### config.mk
export PLATFORM = sky130hd
export DESIGN_NAME = hpp_host_port
export DESIGN_NICKNAME = d
export VERILOG_FILES = /design/src/logic/hpp_pkg.sv /design/src/logic/hpp_host_port.sv
export SDC_FILE = /design/constraint.sdc
export NUM_CORES = 1
export LEC_CHECK = 0
export ABC_AREA = 1
export ABC_CLOCK_PERIOD_IN_PS = 6100
export BUFFER_PORTS_ARGS = -buffer_cell sky130_fd_sc_hd__buf_4
export CAP_MARGIN = 15
export CORE_UTILIZATION = 60
export DETAILED_ROUTE_END_ITERATION = 6
export PLACE_DENSITY_LB_ADDON = 0.3
export SETUP_SLACK_MARGIN = 0.4
export SYNTH_ARGS = -nofsm -noshare
export SYNTH_HDL_FRONTEND = slang
export SYNTH_SLANG_ARGS = --single-unit
### constraint.sdc
create_clock -name mclk -period 6.1 [get_ports mclk]
set_input_delay 1.22 -clock mclk [delete_from_list [all_inputs] [get_ports mclk]]
set_output_delay 1.22 -clock mclk [all_outputs]
set_load 0.02 [all_outputs]
### src/logic/hpp_pkg.sv
// Shared constants for the host port page-address block.
// Assumes one 100 MHz clock and an AXI4-Lite register bus with 32-bit data.
package hpp_pkg;

  localparam logic [31:0] HPP_CFG_OFFSET      = 32'h40000008;
  localparam logic [31:0] HPP_PAGE_TOP_OFFSET = 32'h4000000c;
  localparam logic [31:0] HPP_PAGE_MID_OFFSET = 32'h40000010;

  localparam int          HPP_CFG_PAGING_POS   = 1;
  localparam int          HPP_CFG_SEPARATE_POS = 2;
  localparam logic [7:0]  HPP_PAGE_RESET       = 8'h00;
  localparam logic [1:0]  HPP_CFG_RESET        = 2'h0;

  localparam logic [1:0]  HPP_RESP_OKAY   = 2'h0;
  localparam logic [1:0]  HPP_RESP_SLVERR = 2'h2;

  localparam logic [1:0]  HPP_SEL_CONTROL   = 2'h0;
  localparam logic [1:0]  HPP_SEL_DATA_INC  = 2'h1;
  localparam logic [1:0]  HPP_SEL_ADDRESS   = 2'h2;
  localparam logic [1:0]  HPP_SEL_DATA_HOLD = 2'h3;

  localparam logic [31:0] HPP_WORD_STEP = 32'h00000004;

  typedef enum logic [2:0] {
    HPP_IDLE     = 3'b000,
    HPP_FETCH    = 3'b001,
    HPP_HOLD     = 3'b010,
    HPP_WRITE    = 3'b011,
    HPP_PREFETCH = 3'b100,
    HPP_ADDR_SET = 3'b101
  } hpp_state_t;

endpackage : hpp_pkg

### src/logic/hpp_host_port.sv
// Host port page-address block with host handshake and read prefetch.
// Assumes pins are asynchronous to mclk and the memory port answers on mclk.
//
// Behaviour
// - The top page byte supplies internal address bits 31 to 24 in separate-address mode and in paged muxed mode.
// - The upper-middle page byte supplies address bits 23 to 16 in the same two modes.
// - Bits 31 to 8 of both page registers are reserved, read as zero here, and software writes only zeros.
// - Auto-incrementing data reads prefetch the next word so a read that hits it needs no memory wait.
// - An auto-incrementing read with an empty prefetch holds ready low until the fetch returns, then drops it after the strobe rises while fetching ahead.
// - Control and address register reads answer directly with no memory access and no ready toggle.
// - Select, half-word and direction controls are latched at the address strobe fall if used, else at the strobe fall.
// - Muxed mode without paging takes a full 32-bit address; with paging only the low 16 bits come from the host.
// - Separate-address mode is selected when its enable is 1 and muxed mode when it is 0.
`timescale 1ns/1ns
module hpp_host_port
  import hpp_pkg::*;
(
  input  wire logic        mclk,
  input  wire logic        reset,
  input  wire logic [31:0] s_axi_awaddr,
  input  wire logic        s_axi_awvalid,
  output logic             s_axi_awready,
  input  wire logic [31:0] s_axi_wdata,
  input  wire logic [3:0]  s_axi_wstrb,
  input  wire logic        s_axi_wvalid,
  output logic             s_axi_wready,
  output logic [1:0]       s_axi_bresp,
  output logic             s_axi_bvalid,
  input  wire logic        s_axi_bready,
  input  wire logic [31:0] s_axi_araddr,
  input  wire logic        s_axi_arvalid,
  output logic             s_axi_arready,
  output logic [31:0]      s_axi_rdata,
  output logic [1:0]       s_axi_rresp,
  output logic             s_axi_rvalid,
  input  wire logic        s_axi_rready,
  input  wire logic        host_chip_select_n,
  input  wire logic [1:0]  host_data_strobe_n,
  input  wire logic        host_address_strobe_n,
  input  wire logic [1:0]  host_register_select,
  input  wire logic        host_halfword_select,
  input  wire logic        host_read_write,
  input  wire logic [15:0] host_address_pins,
  input  wire logic [31:0] host_data_bus_in,
  output logic [31:0]      host_data_bus_out,
  output logic             host_data_bus_oe,
  output logic             host_ready_out,
  output logic             mem_req,
  output logic             mem_we,
  output logic [31:0]      mem_addr,
  output logic [31:0]      mem_wdata,
  input  wire logic        mem_ack,
  input  wire logic [31:0] mem_rdata
);

  ////////////////////////////////////////////////////////////////////////////
  // Register bus.
  logic        aw_held_q, w_held_q;
  logic [31:0] aw_addr_q, w_data_q;
  logic [3:0]  w_strb_q;
  logic [7:0]  page_top_byte_q, page_upper_mid_byte_q;
  logic        paging_enable_q, separate_address_enable_q;

  always_ff @(posedge mclk) begin
    if (reset) begin
      aw_held_q     <= 1'b0;
      w_held_q      <= 1'b0;
      aw_addr_q     <= 32'h00000000;
      w_data_q      <= 32'h00000000;
      w_strb_q      <= 4'h0;
      s_axi_awready <= 1'b0;
      s_axi_wready  <= 1'b0;
      s_axi_bvalid  <= 1'b0;
      s_axi_bresp   <= HPP_RESP_OKAY;
    end else begin
      s_axi_awready <= !aw_held_q && !s_axi_awready && s_axi_awvalid && !s_axi_bvalid;
      s_axi_wready  <= !w_held_q && !s_axi_wready && s_axi_wvalid && !s_axi_bvalid;
      if (s_axi_awvalid && s_axi_awready) begin
        aw_held_q <= 1'b1;
        aw_addr_q <= s_axi_awaddr;
      end
      if (s_axi_wvalid && s_axi_wready) begin
        w_held_q <= 1'b1;
        w_data_q <= s_axi_wdata;
        w_strb_q <= s_axi_wstrb;
      end
      if (aw_held_q && w_held_q) begin
        aw_held_q    <= 1'b0;
        w_held_q     <= 1'b0;
        s_axi_bvalid <= 1'b1;
        s_axi_bresp  <= (aw_addr_q == HPP_CFG_OFFSET || aw_addr_q == HPP_PAGE_TOP_OFFSET ||
                         aw_addr_q == HPP_PAGE_MID_OFFSET) ? HPP_RESP_OKAY : HPP_RESP_SLVERR;
      end else if (s_axi_bvalid && s_axi_bready) begin
        s_axi_bvalid <= 1'b0;
      end
    end
  end

  // Only the low byte lane is stored; upper bits are reserved.
  always_ff @(posedge mclk) begin
    if (reset) begin
      page_top_byte_q           <= HPP_PAGE_RESET;
      page_upper_mid_byte_q     <= HPP_PAGE_RESET;
      paging_enable_q           <= HPP_CFG_RESET[0];
      separate_address_enable_q <= HPP_CFG_RESET[1];
    end else if (aw_held_q && w_held_q && w_strb_q[0]) begin
      if (aw_addr_q == HPP_PAGE_TOP_OFFSET) page_top_byte_q <= w_data_q[7:0];
      if (aw_addr_q == HPP_PAGE_MID_OFFSET) page_upper_mid_byte_q <= w_data_q[7:0];
      if (aw_addr_q == HPP_CFG_OFFSET) begin
        paging_enable_q           <= w_data_q[HPP_CFG_PAGING_POS];
        separate_address_enable_q <= w_data_q[HPP_CFG_SEPARATE_POS];
      end
    end
  end

  always_ff @(posedge mclk) begin
    if (reset) begin
      s_axi_arready <= 1'b0;
      s_axi_rvalid  <= 1'b0;
      s_axi_rdata   <= 32'h00000000;
      s_axi_rresp   <= HPP_RESP_OKAY;
    end else begin
      s_axi_arready <= !s_axi_arready && s_axi_arvalid && !s_axi_rvalid;
      if (s_axi_arvalid && s_axi_arready) begin
        s_axi_rvalid <= 1'b1;
        s_axi_rresp  <= HPP_RESP_OKAY;
        unique case (s_axi_araddr)
          HPP_CFG_OFFSET: s_axi_rdata <= {29'h00000000, separate_address_enable_q, paging_enable_q, 1'b0};
          HPP_PAGE_TOP_OFFSET: s_axi_rdata <= {24'h000000, page_top_byte_q};
          HPP_PAGE_MID_OFFSET: s_axi_rdata <= {24'h000000, page_upper_mid_byte_q};
          default: begin
            s_axi_rdata <= 32'h00000000;
            s_axi_rresp <= HPP_RESP_SLVERR;
          end
        endcase
      end else if (s_axi_rvalid && s_axi_rready) begin
        s_axi_rvalid <= 1'b0;
      end
    end
  end

  ////////////////////////////////////////////////////////////////////////////
  // Pin synchronisers and strobe forming.
  logic [1:0]  ds_meta_q, ds_sync_q;
  logic        cs_meta_q, cs_sync_q, as_meta_q, as_sync_q;
  logic        strobe_q, as_prev_q;
  logic [3:0]  ctl_meta_q, ctl_sync_q;
  logic [15:0] pins_meta_q, pins_sync_q;
  logic [31:0] data_meta_q, data_sync_q;

  always_ff @(posedge mclk) begin
    if (reset) begin
      ds_meta_q   <= 2'h3;
      ds_sync_q   <= 2'h3;
      cs_meta_q   <= 1'b1;
      cs_sync_q   <= 1'b1;
      as_meta_q   <= 1'b1;
      as_sync_q   <= 1'b1;
      ctl_meta_q  <= 4'h0;
      ctl_sync_q  <= 4'h0;
      pins_meta_q <= 16'h0000;
      pins_sync_q <= 16'h0000;
      data_meta_q <= 32'h00000000;
      data_sync_q <= 32'h00000000;
      strobe_q    <= 1'b0;
      as_prev_q   <= 1'b1;
    end else begin
      ds_meta_q   <= host_data_strobe_n;
      ds_sync_q   <= ds_meta_q;
      cs_meta_q   <= host_chip_select_n;
      cs_sync_q   <= cs_meta_q;
      as_meta_q   <= host_address_strobe_n;
      as_sync_q   <= as_meta_q;
      ctl_meta_q  <= {host_register_select, host_halfword_select, host_read_write};
      ctl_sync_q  <= ctl_meta_q;
      pins_meta_q <= host_address_pins;
      pins_sync_q <= pins_meta_q;
      data_meta_q <= host_data_bus_in;
      data_sync_q <= data_meta_q;
      strobe_q    <= !cs_sync_q && (ds_sync_q[0] ^ ds_sync_q[1]);
      as_prev_q   <= as_sync_q;
    end
  end

  logic strobe_now, strobe_fall, strobe_rise, as_fall;
  assign strobe_now  = !cs_sync_q && (ds_sync_q[0] ^ ds_sync_q[1]);
  assign strobe_fall = strobe_now && !strobe_q;
  assign strobe_rise = !strobe_now && strobe_q;
  assign as_fall     = !as_sync_q && as_prev_q;

  ////////////////////////////////////////////////////////////////////////////
  // Host access engine.
  function automatic logic [31:0] hpp_page_addr(input logic [15:0] low);
    hpp_page_addr = {page_top_byte_q, page_upper_mid_byte_q, low};
  endfunction : hpp_page_addr

  hpp_state_t  state_q;
  logic [3:0]  ctl_q;
  logic        as_used_q;
  logic [31:0] addr_q, control_q, fifo_data_q;
  logic        fifo_valid_q;
  logic [1:0]  sel;
  logic        is_read;
  assign sel     = ctl_q[3:2];
  assign is_read = ctl_q[0];

  // Controls are captured at the address strobe fall, or at the strobe fall without it.
  always_ff @(posedge mclk) begin
    if (reset) begin
      ctl_q     <= 4'h0;
      as_used_q <= 1'b0;
    end else if (as_fall) begin
      ctl_q     <= ctl_sync_q;
      as_used_q <= 1'b1;
    end else if (strobe_fall && !as_used_q) begin
      ctl_q <= ctl_sync_q;
    end else if (strobe_rise) begin
      as_used_q <= 1'b0;
    end
  end

  logic [3:0] cur_ctl;
  assign cur_ctl = (as_used_q || as_fall) ? ctl_q : ctl_sync_q;

  always_ff @(posedge mclk) begin
    if (reset) begin
      state_q           <= HPP_IDLE;
      addr_q            <= 32'h00000000;
      control_q         <= 32'h00000000;
      fifo_data_q       <= 32'h00000000;
      fifo_valid_q      <= 1'b0;
      host_ready_out    <= 1'b1;
      host_data_bus_out <= 32'h00000000;
      host_data_bus_oe  <= 1'b0;
      mem_req           <= 1'b0;
      mem_we            <= 1'b0;
      mem_addr          <= 32'h00000000;
      mem_wdata         <= 32'h00000000;
    end else begin
      unique case (state_q)
        HPP_IDLE: begin
          if (strobe_fall && cur_ctl[0]) begin
            host_data_bus_oe <= 1'b1;
            state_q          <= HPP_HOLD;
            unique case (cur_ctl[3:2])
              HPP_SEL_CONTROL: host_data_bus_out <= control_q;
              HPP_SEL_ADDRESS: host_data_bus_out <= addr_q;
              HPP_SEL_DATA_INC: begin
                if (fifo_valid_q) begin
                  host_data_bus_out <= fifo_data_q;
                end else begin
                  host_ready_out <= 1'b0;
                  mem_req        <= 1'b1;
                  mem_we         <= 1'b0;
                  mem_addr       <= addr_q;
                  state_q        <= HPP_FETCH;
                end
              end
              HPP_SEL_DATA_HOLD: begin
                host_ready_out <= 1'b0;
                mem_req        <= 1'b1;
                mem_we         <= 1'b0;
                mem_addr       <= addr_q;
                state_q        <= HPP_FETCH;
              end
            endcase
          end else if (strobe_fall) begin
            state_q <= HPP_HOLD;
          end
        end
        HPP_FETCH: begin
          if (mem_ack) begin
            mem_req           <= 1'b0;
            host_data_bus_out <= mem_rdata;
            host_ready_out    <= 1'b1;
            state_q           <= HPP_HOLD;
          end
        end
        HPP_HOLD: begin
          if (strobe_rise) begin
            host_data_bus_oe <= 1'b0;
            if (is_read && sel == HPP_SEL_DATA_INC) begin
              addr_q         <= addr_q + HPP_WORD_STEP;
              fifo_valid_q   <= 1'b0;
              host_ready_out <= 1'b0;
              mem_req        <= 1'b1;
              mem_we         <= 1'b0;
              mem_addr       <= addr_q + HPP_WORD_STEP;
              state_q        <= HPP_PREFETCH;
            end else if (!is_read && sel == HPP_SEL_ADDRESS) begin
              host_ready_out <= 1'b0;
              fifo_valid_q   <= 1'b0;
              if (separate_address_enable_q) begin
                addr_q <= hpp_page_addr(pins_sync_q);
              end else if (paging_enable_q) begin
                addr_q <= hpp_page_addr(data_sync_q[15:0]);
              end else begin
                addr_q <= data_sync_q;
              end
              state_q <= HPP_ADDR_SET;
            end else if (!is_read && sel == HPP_SEL_CONTROL) begin
              control_q <= data_sync_q;
              state_q   <= HPP_IDLE;
            end else if (!is_read) begin
              host_ready_out <= 1'b0;
              fifo_valid_q   <= 1'b0;
              mem_req        <= 1'b1;
              mem_we         <= 1'b1;
              mem_wdata      <= data_sync_q;
              mem_addr       <= separate_address_enable_q ? hpp_page_addr(pins_sync_q) : addr_q;
              state_q        <= HPP_WRITE;
            end else begin
              state_q <= HPP_IDLE;
            end
          end
        end
        HPP_WRITE: begin
          if (mem_ack) begin
            mem_req        <= 1'b0;
            mem_we         <= 1'b0;
            host_ready_out <= 1'b1;
            if (sel == HPP_SEL_DATA_INC) addr_q <= addr_q + HPP_WORD_STEP;
            state_q <= HPP_IDLE;
          end
        end
        HPP_PREFETCH: begin
          if (mem_ack) begin
            mem_req        <= 1'b0;
            fifo_data_q    <= mem_rdata;
            fifo_valid_q   <= 1'b1;
            host_ready_out <= 1'b1;
            state_q        <= HPP_IDLE;
          end
        end
        HPP_ADDR_SET: begin
          host_ready_out <= 1'b1;
          state_q        <= HPP_IDLE;
        end
        default: state_q <= HPP_IDLE;
      endcase
    end
  end

endmodule : hpp_host_port

==> flow_metrics.py, run 1 <==
metrics = {
    "run_status": {
        "status": "finished with violations",
        "violations": "design-rule violations",
    },
    "cts": {
        "cts_sinks": 392,
        "ctsResizeCount": 0,
        "cts_inserted_buffers": 40,
        "cts_buffer_depth": 3,
        "hold_buffers": 0,
        "clk_pin_slew_ns": 0.07,
        "clockRootBuffer": "clkbuf_16",
        "htree_num_levels": 2,
        "cts_tree": "yes",
        "insertion_delay_ns": 0.55,
        "postCtsSetupRepairBufs": 0,
    },
    "place": {
        "dpl.hpwl_um": 36400,
        "dp_slack_ns": 2.69,
        "place_congestion": 0.956,
        "port_buffers": 282,
    },
    "setup_path": {
        "worstRegToRegCells": 13,
        "regToRegSetupSlack_ns": 2.59,
        "r2r_end": "host_data_bus_out[7]",
        "reg2reg_from": "as_sync_q",
        "crit_fanout": 33,
        "end_kind": "flip-flop",
        "crit_path_start_kind": "flip-flop",
        "crit_type": "flip-flop to flip-flop",
        "worstPathRequired_ns": 6.57,
        "worstPathArrival_ns": 3.98,
    },
    "logic_synthesis": {
        "syn_area_sq_mm": 0.0173,
        "ys.flop_type": "dfxtp_1",
        "yosysWarnings": 0,
        "ys_top_cells_by_area": "dfxtp_1, nand2_1, nor2_1, o21ai_0, a21oi_1",
        "syn_avg_cell_area_sq_um": 7.02,
        "synth_edf_count": 0,
        "synthArstFlopShare": 0,
        "postSynthCellCount": 2467,
        "netlist.area_leader.share": 0.453,
        "seq_area_frac_synth": 0.453,
        "yosysTopAreaCell": "dfxtp_1",
        "yosys_register_bits": 392,
        "ys_types": 51,
    },
    "detailed_routing": {
        "drt_iter0_drc": 1755,
        "drcViolationCount": 4,
        "vias": 17140,
        "drt.antenna.violating_nets": 0,
        "first_pass_iters": 7,
        "via_per_inst": 5.58,
        "wl_um": 53700,
        "wl_per_cell_um": 17.5,
    },
    "floorplanning": {
        "die_width_um": 172,
        "pin_count": 337,
        "rows": 61,
        "die_area_sq_mm": 0.0295,
        "die_h_um": 172,
        "start_util": 0.616,
        "core_area_sq_mm": 0.0281,
    },
    "final_layout": {
        "drive_above_1_share": 0.156,
        "final_common_cell": "nand2_1",
        "syn_to_final_growth_pct": 19.5,
        "layout_common_cells": "nand2_1, dfxtp_1, nor2_1",
        "nNetsFinal": 2866,
        "n_antenna_cell": 0,
        "nFillCells": 2233,
    },
    "timing": {
        "setup_ws_ns": 2.59,
        "period_needed_ns": 3.51,
        "worstMarginPinSlew_ns": 1.17,
        "fmax_mhz": 285,
        "finalHoldViolCount": 0,
        "maxSlewViolCount": 0,
        "rsz0062_at_grt": "false",
        "setup_tns_ns": 0,
        "max-slew-margin-rel": 0.218,
        "finalCritPeriodShare": 0.576,
        "fin_skew_ns": 0.0200,
        "setup_viol": 0,
    },
    "grt": {
        "overflow": 0,
        "grt.total_usage": 0.356,
        "antenna_found_initial": 1,
        "grt_max_degree": 121,
        "grtUsageMet2": 0.592,
        "grt_pass1_wl_um": 81500,
        "grt_use_met1": 0.445,
        "met3_usage": 0.0643,
        "top_usage_layer": "met2",
        "grt_pass1_vias": 15570,
    },
    "hold_path": {
        "hold_depth": 2,
        "min_from": "pins_meta_q[10]",
        "hold_end": "pins_sync_q[10]",
        "hp-class": "flip-flop to flip-flop",
    },
    "pwr": {
        "ir_worst_vdd_v": 0.000255,
        "p_total_mw": 6.54,
        "p_per_area_mw_per_mm2": 316,
        "p_leak_nw": 9.05,
    },
    "job": {
        "maxCapViolCount": 0,
    },
}
-- where the power goes --
| part | internal, mW | switching, mW |
|---|---|---|
| Combinational | 0.391 | 0.768 |
| Clock | 1.48 | 1.05 |
| Sequential | 2.73 | 0.113 |
-- routing by layer --
metal / share of wire / vias to the layer above / wire [um]
li1: - / 8261 / -
met1: 0.40 / 7852 / 21300
met2: 0.47 / 859 / 25100
met3: 0.085 / 168 / 4570
met4: 0.049 / 0 / 2650
met5: 0 / - / 0
-- critical path, cell delays in order (launching register included) --
cell and delay, ns:
dfxtp_1 0.31, inv_1 0.05, nand2_1 0.13, nand2_1 0.14, o21ai_0 0.60, ha_1 0.36, buf_4 0.25, inv_1 0.89
nand2_1 0.16, nand3_1 0.11, o21ai_0 0.12, nand3_1 0.12, nand2_1 0.06, nor2_1 0.11
-- synth_stat cells, types with 6 or more instances --
master    count
a21oi_1     236
buf_1         9
buf_2        31
buf_4        39
clkbuf_1     80
dfxtp_1     392
inv_1       289
inv_2        12
nand2_1     404
nand2_2       6
nand3_1     148
nand4_1      12
nor2_1      371
nor2_2        9
nor2_4        7
nor3_1       12
o211ai_1      9
o21ai_0     250
o21ai_1      26
o22ai_1      43
or2_2        11
xor2_1       18
-- cell type report --
class                   count  area [sq um]  share of cell area
clock buffers              56          1170              0.0567
clock inverters            15           193             0.00931
inverters                 303          1140              0.0552
multi-input cells        1634          7620               0.368
flip-flops and latches    392          7850               0.379
well taps                 378           473              0.0229
repair buffers            295          2250               0.109
-- registers in the layout, summed over array words and instances, names as in the netlist, 3 cells and up --
signal	cells
state_q	3
w_data_q	8
data_sync_q	32
page_upper_mid_byte_q	8
s_axi_rdata	8
pins_meta_q	16
control_q	32
pins_sync_q	16
aw_addr_q	32
mem_wdata	32
ctl_q	3
page_top_byte_q	8
ctl_sync_q	3
addr_q	32
data_meta_q	32
fifo_data_q	32
mem_addr	32
ctl_meta_q	3
host_data_bus_out	32
-- per-stage QoR --
stage / area [sq um] / hold WS (ns) / utilization / std cells
final: 20700 / 0.400 / 0.737 / 3073
after global placement: 19300 / 0.390 / 0.687 / 3001
after global routing: 20700 / 0.421 / 0.737 / 3073
after CTS: 20700 / 0.399 / 0.736 / 3072
after detailed placement: 19300 / 0.393 / 0.687 / 3001
after floorplan: 17400 / 0.388 / - / 2492
-- worst max path at each step --
stage | start | to | slack, ns
3_3_place_gp | as_sync_q | mem_addr[17] | 2.75
3_5_place_dp | as_sync_q | mem_addr[17] | 2.69
6_report | as_sync_q | host_data_bus_out[7] | 2.59
5_1_grt | as_sync_q | host_data_bus_out[6] | 2.36
4_1_cts | as_sync_q | mem_addr[17] | 2.66
2_1_floorplan | s_axi_araddr[27] | s_axi_rdata[2] | 3.82
-- cell families (layout without fill, tap and decap cells) --
kind of cell	count (synthesis)	after routing	share of synthesized area
other	1	26	0.000217
buffers and inverters	466	669	0.114
AOI/OAI and AO/OA	584	584	0.177
xor gates and xnor gates	19	19	0.00961
adders and majority gates	4	4	0.00289
and+or+nand+nor	1000	1000	0.243
DFF	392	392	0.453
muxes	1	1	0.000578
Note: power is estimated with default switching activity, not from simulation.
==> run 2, diff against run 1 <==
Settings changed: ABC_CLOCK_PERIOD_IN_PS 6100 to 3400, CORE_UTILIZATION 60 to 56.
Clock period 6.1 ns to 3.4 ns, I/O delays scaled along.
==> run 2 against run 1 <==
The flow now finishes without violations. Fmax up 30%. Combinational power up 80%. Worst setup slack worse by 1.9 ns. Final cell count up 1.1%. Flip-flop and latch count unchanged. Critical path type unchanged. Largest power group unchanged.
==> flow_metrics.py, run 2 (synthesis results as in run 1) <==
metrics = {
    "setup_path": {
        "crit_start": "state_q[2]",
        "crit_path_start_kind": "flip-flop",
        "worstPathRequired_ns": 3.82,
        "worstPathArrival_ns": 3.12,
        "crit_fanout": 30,
        "cp_slowest_stage_delay_ns": 0.41,
        "worstRegToRegCells": 10,
        "crit_type": "flip-flop to flip-flop",
        "path_cells": "nor2_2, nand2_4, inv_2, nand2_2, nand2_2, nand2_4, nor2_4, inv_1, o21ai_0, a21oi_1",
        "regToRegSetupSlack_ns": 0.70,
        "reg2reg_from": "state_q[2]",
        "end_kind": "flip-flop",
        "cpMaxStageDelayCell": "nor2_4",
    },
    "cts": {
        "insertion_delay_ns": 0.54,
        "clk_pin_slew_ns": 0.06,
        "cts_sinks": 392,
        "postCtsSetupRepairBufs": 0,
        "cts_buffer_depth": 3,
        "cts_inserted_buffers": 41,
        "cts_tree": "yes",
        "htree_num_levels": 2,
        "hold_buffers": 0,
        "clockRootBuffer": "clkbuf_16",
    },
    "place": {
        "dp_slack_ns": 0.677,
        "placedCellCount": 3033,
        "place_congestion": 0.963,
        "port_buffers": 282,
        "placed_cell_area_sq_mm": 0.0194,
        "dpl.hpwl_um": 36900,
    },
    "timing": {
        "setup_ws_ns": 0.701,
        "finalHoldViolCount": 0,
        "whs_ns": 0.325,
        "worstMarginPinSlew_ns": 0.882,
        "fin_skew_ns": 0.0167,
        "period_needed_ns": 2.70,
        "setup_viol": 0,
        "finalCritPeriodShare": 0.794,
        "maxSlewViolCount": 0,
        "fmax_mhz": 370,
        "rsz0062_at_grt": "false",
        "max-slew-margin-rel": 0.412,
        "setup_tns_ns": 0,
    },
    "final_layout": {
        "nFillCells": 2670,
        "design_area_sq_mm": 0.0208,
        "instances_no_fill": 3107,
        "layout_common_cells": "nand2_1, dfxtp_1, nor2_1",
        "n_antenna_cell": 0,
        "nNetsFinal": 2880,
        "drive_above_1_share": 0.160,
        "syn_to_final_growth_pct": 19.9,
        "final_common_cell": "nand2_1",
        "postLayoutCoreUtil": 0.681,
    },
    "floorplanning": {
        "rows": 64,
        "die_area_sq_mm": 0.0316,
        "die_h_um": 178,
        "start_util": 0.567,
        "pin_count": 337,
        "core_area_sq_mm": 0.0305,
        "die_width_um": 178,
    },
    "detailed_routing": {
        "wl_per_cell_um": 16.8,
        "vias": 16937,
        "via_per_inst": 5.45,
        "drt.antenna.violating_nets": 0,
        "wl_um": 52300,
        "drt_iter0_drc": 1543,
        "drcViolationCount": 0,
        "first_pass_iters": 5,
    },
    "pwr": {
        "ir_worst_vdd_v": 0.000468,
        "p_per_area_mw_per_mm2": 557,
        "p_leak_nw": 9.08,
        "p_total_mw": 11.6,
    },
    "grt": {
        "grt.total_usage": 0.329,
        "overflow": 0,
        "grt_pass1_wl_um": 81400,
        "grt_pass1_vias": 15557,
        "antenna_found_initial": 1,
        "grt_max_degree": 86,
    },
    "hold_path": {
        "min_from": "host_chip_select_n",
        "hp-class": "primary input to flip-flop",
        "hold_depth": 2,
    },
    "job": {
        "maxCapViolCount": 0,
    },
    "run_status": {
        "status": "finished clean",
    },
}
==> run 2: worst max-delay path: cells and delay by family, from the launching register on <==
family,cells,cell delay (ns)
AND/OR/NAND/NOR,6,1.31
buffers and inverters,2,0.55
flip-flops,1,0.40
AO/OA/AOI/OAI,2,0.29
==> run 2: worst paths after layout <==
| check | to |
|---|---|
| worst max-delay path | addr_q[1] |
| worst min-delay path | cs_meta_q |
| worst max register to register | addr_q[1] |
| worst min register to register | data_sync_q[31] |
==> run 2: repair_timing <==
item,CTS,global route
gates resized for setup,0,1
setup endpoints to repair,0,22
hold endpoints to repair,0,0
==> run 2: per-layer routing <==
metal | global-route usage | up-vias | part of all wire
li1 | - | 8292 | -
met1 | 0.424 | 7809 | 0.42
met2 | 0.537 | 694 | 0.46
met3 | 0.0570 | 142 | 0.074
met4 | 0.151 | 0 | 0.043
met5 | 0 | - | 0
==> run 2: where the power goes <==
part / total (mW) / internal (mW) / switching (mW)
combinational: 2.09 / 0.723 / 1.37
sequential: 5.11 / 4.91 / 0.202
clock: 4.38 / 2.53 / 1.84
==> run 2: layout make-up <==
cell class                 count  area [sq um]  share of cell area
sequential                   392          7850               0.378
tap                          396           495              0.0239
timing repair buffer         308          2350               0.113
clock inverter                14           119             0.00572
clock buffer                  60          1200              0.0577
multi-input combinational   1634          7610               0.367
inverter                     303          1140              0.0550
==> run 3, diff against run 2 <==
Settings changed: ABC_CLOCK_PERIOD_IN_PS 3400 to 2720.
Clock period 3.4 ns to 2.72 ns, I/O delays scaled along.
==> run 3 against run 2 <==
Non-clock buffer count is 14 higher. Clock power is 29% higher. Hold slack worse by 0.13 ns. Global-route usage is 0.33 points lower. Sequential power is 25% higher. Critical endpoint is now mem_addr[23]. Count of clock-buffer cells in the layout is 1 lower. First-iteration DRC count is 2.9% lower. Cell area is 1.5% higher.
==> flow_metrics.py, run 3 (synthesis results as in run 1) <==
metrics = {
    "timing": {
        "worstMarginPinSlew_ns": 0.958,
        "finalHoldViolCount": 0,
        "finalCritPeriodShare": 0.814,
        "maxSlewViolCount": 0,
        "fmax_mhz": 452,
        "rsz0062_at_grt": "true",
        "fin_skew_ns": 0.0223,
        "setup_tns_ns": 0,
        "period_needed_ns": 2.21,
        "max-slew-margin-rel": 0.361,
        "setup_viol": 0,
    },
    "cts": {
        "insertion_delay_ns": 0.54,
        "htree_num_levels": 2,
        "cts_buffer_depth": 3,
        "cts_tree": "yes",
        "clockRootBuffer": "clkbuf_16",
        "cts_inserted_buffers": 41,
        "cts_sinks": 392,
        "clk_pin_slew_ns": 0.06,
    },
    "final_layout": {
        "drive_above_1_share": 0.168,
        "nNetsFinal": 2894,
        "final_common_cell": "nand2_1",
        "layout_common_cells": "nand2_1, dfxtp_1, nor2_1",
        "n_antenna_cell": 0,
        "instances_no_fill": 3122,
        "syn_to_final_growth_pct": 21.7,
        "design_area_sq_mm": 0.0211,
    },
    "place": {
        "dpl.hpwl_um": 37100,
        "place_congestion": 0.948,
        "port_buffers": 282,
        "placed_cell_area_sq_mm": 0.0196,
        "placedCellCount": 3044,
    },
    "pwr": {
        "p_seq_frac": 0.434,
        "ir_worst_vdd_v": 0.000508,
        "p_per_area_mw_per_mm2": 699,
        "p_leak_nw": 9.22,
        "p_clk_frac": 0.383,
        "intPower_mw": 10.4,
        "p_comb_frac": 0.183,
        "netSwitchingFraction": 0.291,
        "p_switching_mw": 4.29,
    },
    "floorplanning": {
        "die_h_um": 178,
        "pin_count": 337,
        "core_area_sq_mm": 0.0305,
        "rows": 64,
        "start_util": 0.567,
        "die_width_um": 178,
        "die_area_sq_mm": 0.0316,
    },
    "run_status": {
        "status": "finished clean",
    },
    "hold_path": {
        "hold_depth": 2,
        "hold_end": "s_axi_bvalid",
        "min_from": "s_axi_bready",
        "hp-class": "primary input to flip-flop",
    },
    "grt": {
        "antenna_found_initial": 1,
        "grt_pass1_vias": 15841,
        "overflow": 0,
        "grt_max_degree": 92,
        "grt.total_usage": 0.326,
        "grt_pass1_wl_um": 81300,
    },
    "setup_path": {
        "worstRegToRegCells": 8,
        "crit_fanout": 6,
        "crit_path_start_kind": "flip-flop",
        "regToRegSetupSlack_ns": 0.51,
        "end_kind": "flip-flop",
        "reg2reg_from": "addr_q[14]",
        "worstPathArrival_ns": 2.68,
        "path_cells": "nand2_1, nor2_1, nand2_1, nor2_2, nand2_1, xor2_1, nand2_1, a21oi_1",
        "worstPathRequired_ns": 3.18,
        "cpMaxStageDelayCell": "dfxtp_1",
        "crit_family": "simple AND/OR/NAND/NOR gates",
        "r2r_end": "mem_addr[23]",
        "critPathBufInv": 0,
        "cp_slowest_stage_delay_ns": 0.47,
        "crit_type": "flip-flop to flip-flop",
        "path_common_cell": "nand2_1",
    },
    "detailed_routing": {
        "drt.antenna.violating_nets": 0,
        "drt_iter0_drc": 1499,
        "vias": 17031,
        "first_pass_iters": 6,
        "via_per_inst": 5.46,
        "drcViolationCount": 0,
        "wl_um": 52200,
        "wl_per_cell_um": 16.7,
    },
    "job": {
        "maxCapViolCount": 0,
    },
}
[run 3: changes by cell type in the layout (fill, tap and decap cells not counted), sizes merged]
cell	change
buf	+14
bufinv	+1
clkbuf	-1
inv	+1
[run 3: timing repair]
action,CTS,global route
hold endpoints to repair,0,0
hold buffers,0,0
resized for setup,6,7
setup buffers,2,1
pin swaps,0,0
setup endpoints to repair,47,61
[run 3: worst reg2reg max path: cells and delay by family (launching register included)]
| kind | cells | cell delay (ns) |
|---|---|---|
| XOR/XNOR | 1 | 0.35 |
| AO/OA/AOI/OAI | 1 | 0.14 |
| AND/OR/NAND/NOR | 6 | 1.19 |
| flip-flops | 1 | 0.47 |
[run 3: how the worst max path moves through the flow]
stage / slack [ns] / depth (start not counted) / to / start
floorplan: 0.62 / 17 / host_data_bus_out[22] / as_sync_q
global placement: 0.19 / 15 / mem_addr[22] / as_sync_q
detailed placement: 0.11 / 15 / mem_addr[12] / as_sync_q
CTS: 0.41 / 15 / mem_addr[7] / as_sync_q
global route: 0.40 / 15 / mem_addr[22] / as_sync_q
finish: 0.51 / 8 / mem_addr[23] / addr_q[14]
[run 3: metrics by stage]
stage | utilization | setup slack, ns | total power, mW | hold WS (ns)
after floorplan | - | 0.616 | 8.16 | 0.388
after global placement | 0.643 | 0.193 | 9.03 | 0.389
after detailed placement | 0.643 | 0.111 | 9.09 | 0.392
after CTS | 0.689 | 0.406 | 14.7 | 0.183
after global routing | 0.691 | 0.398 | 15.3 | 0.184
final | 0.691 | 0.507 | 14.7 | 0.194
[run 3: layout make-up]
| cell class | count | area [sq um] |
|---|---|---|
| Sequential cell | 392 | 7850 |
| Fill cell | 2628 | 9440 |
| Clock inverter | 16 | 165 |
| Clock buffer | 59 | 1210 |
| Tap cell | 396 | 495 |
| Timing Repair Buffer | 322 | 2550 |
| Inverter | 303 | 1140 |
| Multi-Input combinational cell | 1634 | 7660 |
[run 3: power groups by stage]
stage | Combinational, mW | Clock (mW) | Sequential, mW
4_1_cts | 2.63 | 5.69 | 6.39
3_5_place_dp | 2.58 | 0 | 6.51
5_1_grt | 2.95 | 5.94 | 6.43
3_3_place_gp | 2.54 | 0 | 6.50
2_1_floorplan | 1.56 | 0 | 6.60
6_report | 2.69 | 5.64 | 6.39
[run 3: routing by layer]
metal | GRT usage | part of all wire | wire (um) | vias up
li1 | - | - | - | 8323
met1 | 0.425 | 0.42 | 21700 | 7845
met2 | 0.539 | 0.47 | 24500 | 721
met3 | 0.0439 | 0.074 | 3850 | 142
met4 | 0.139 | 0.040 | 2100 | 0
met5 | 0 | 0 | 0 | -
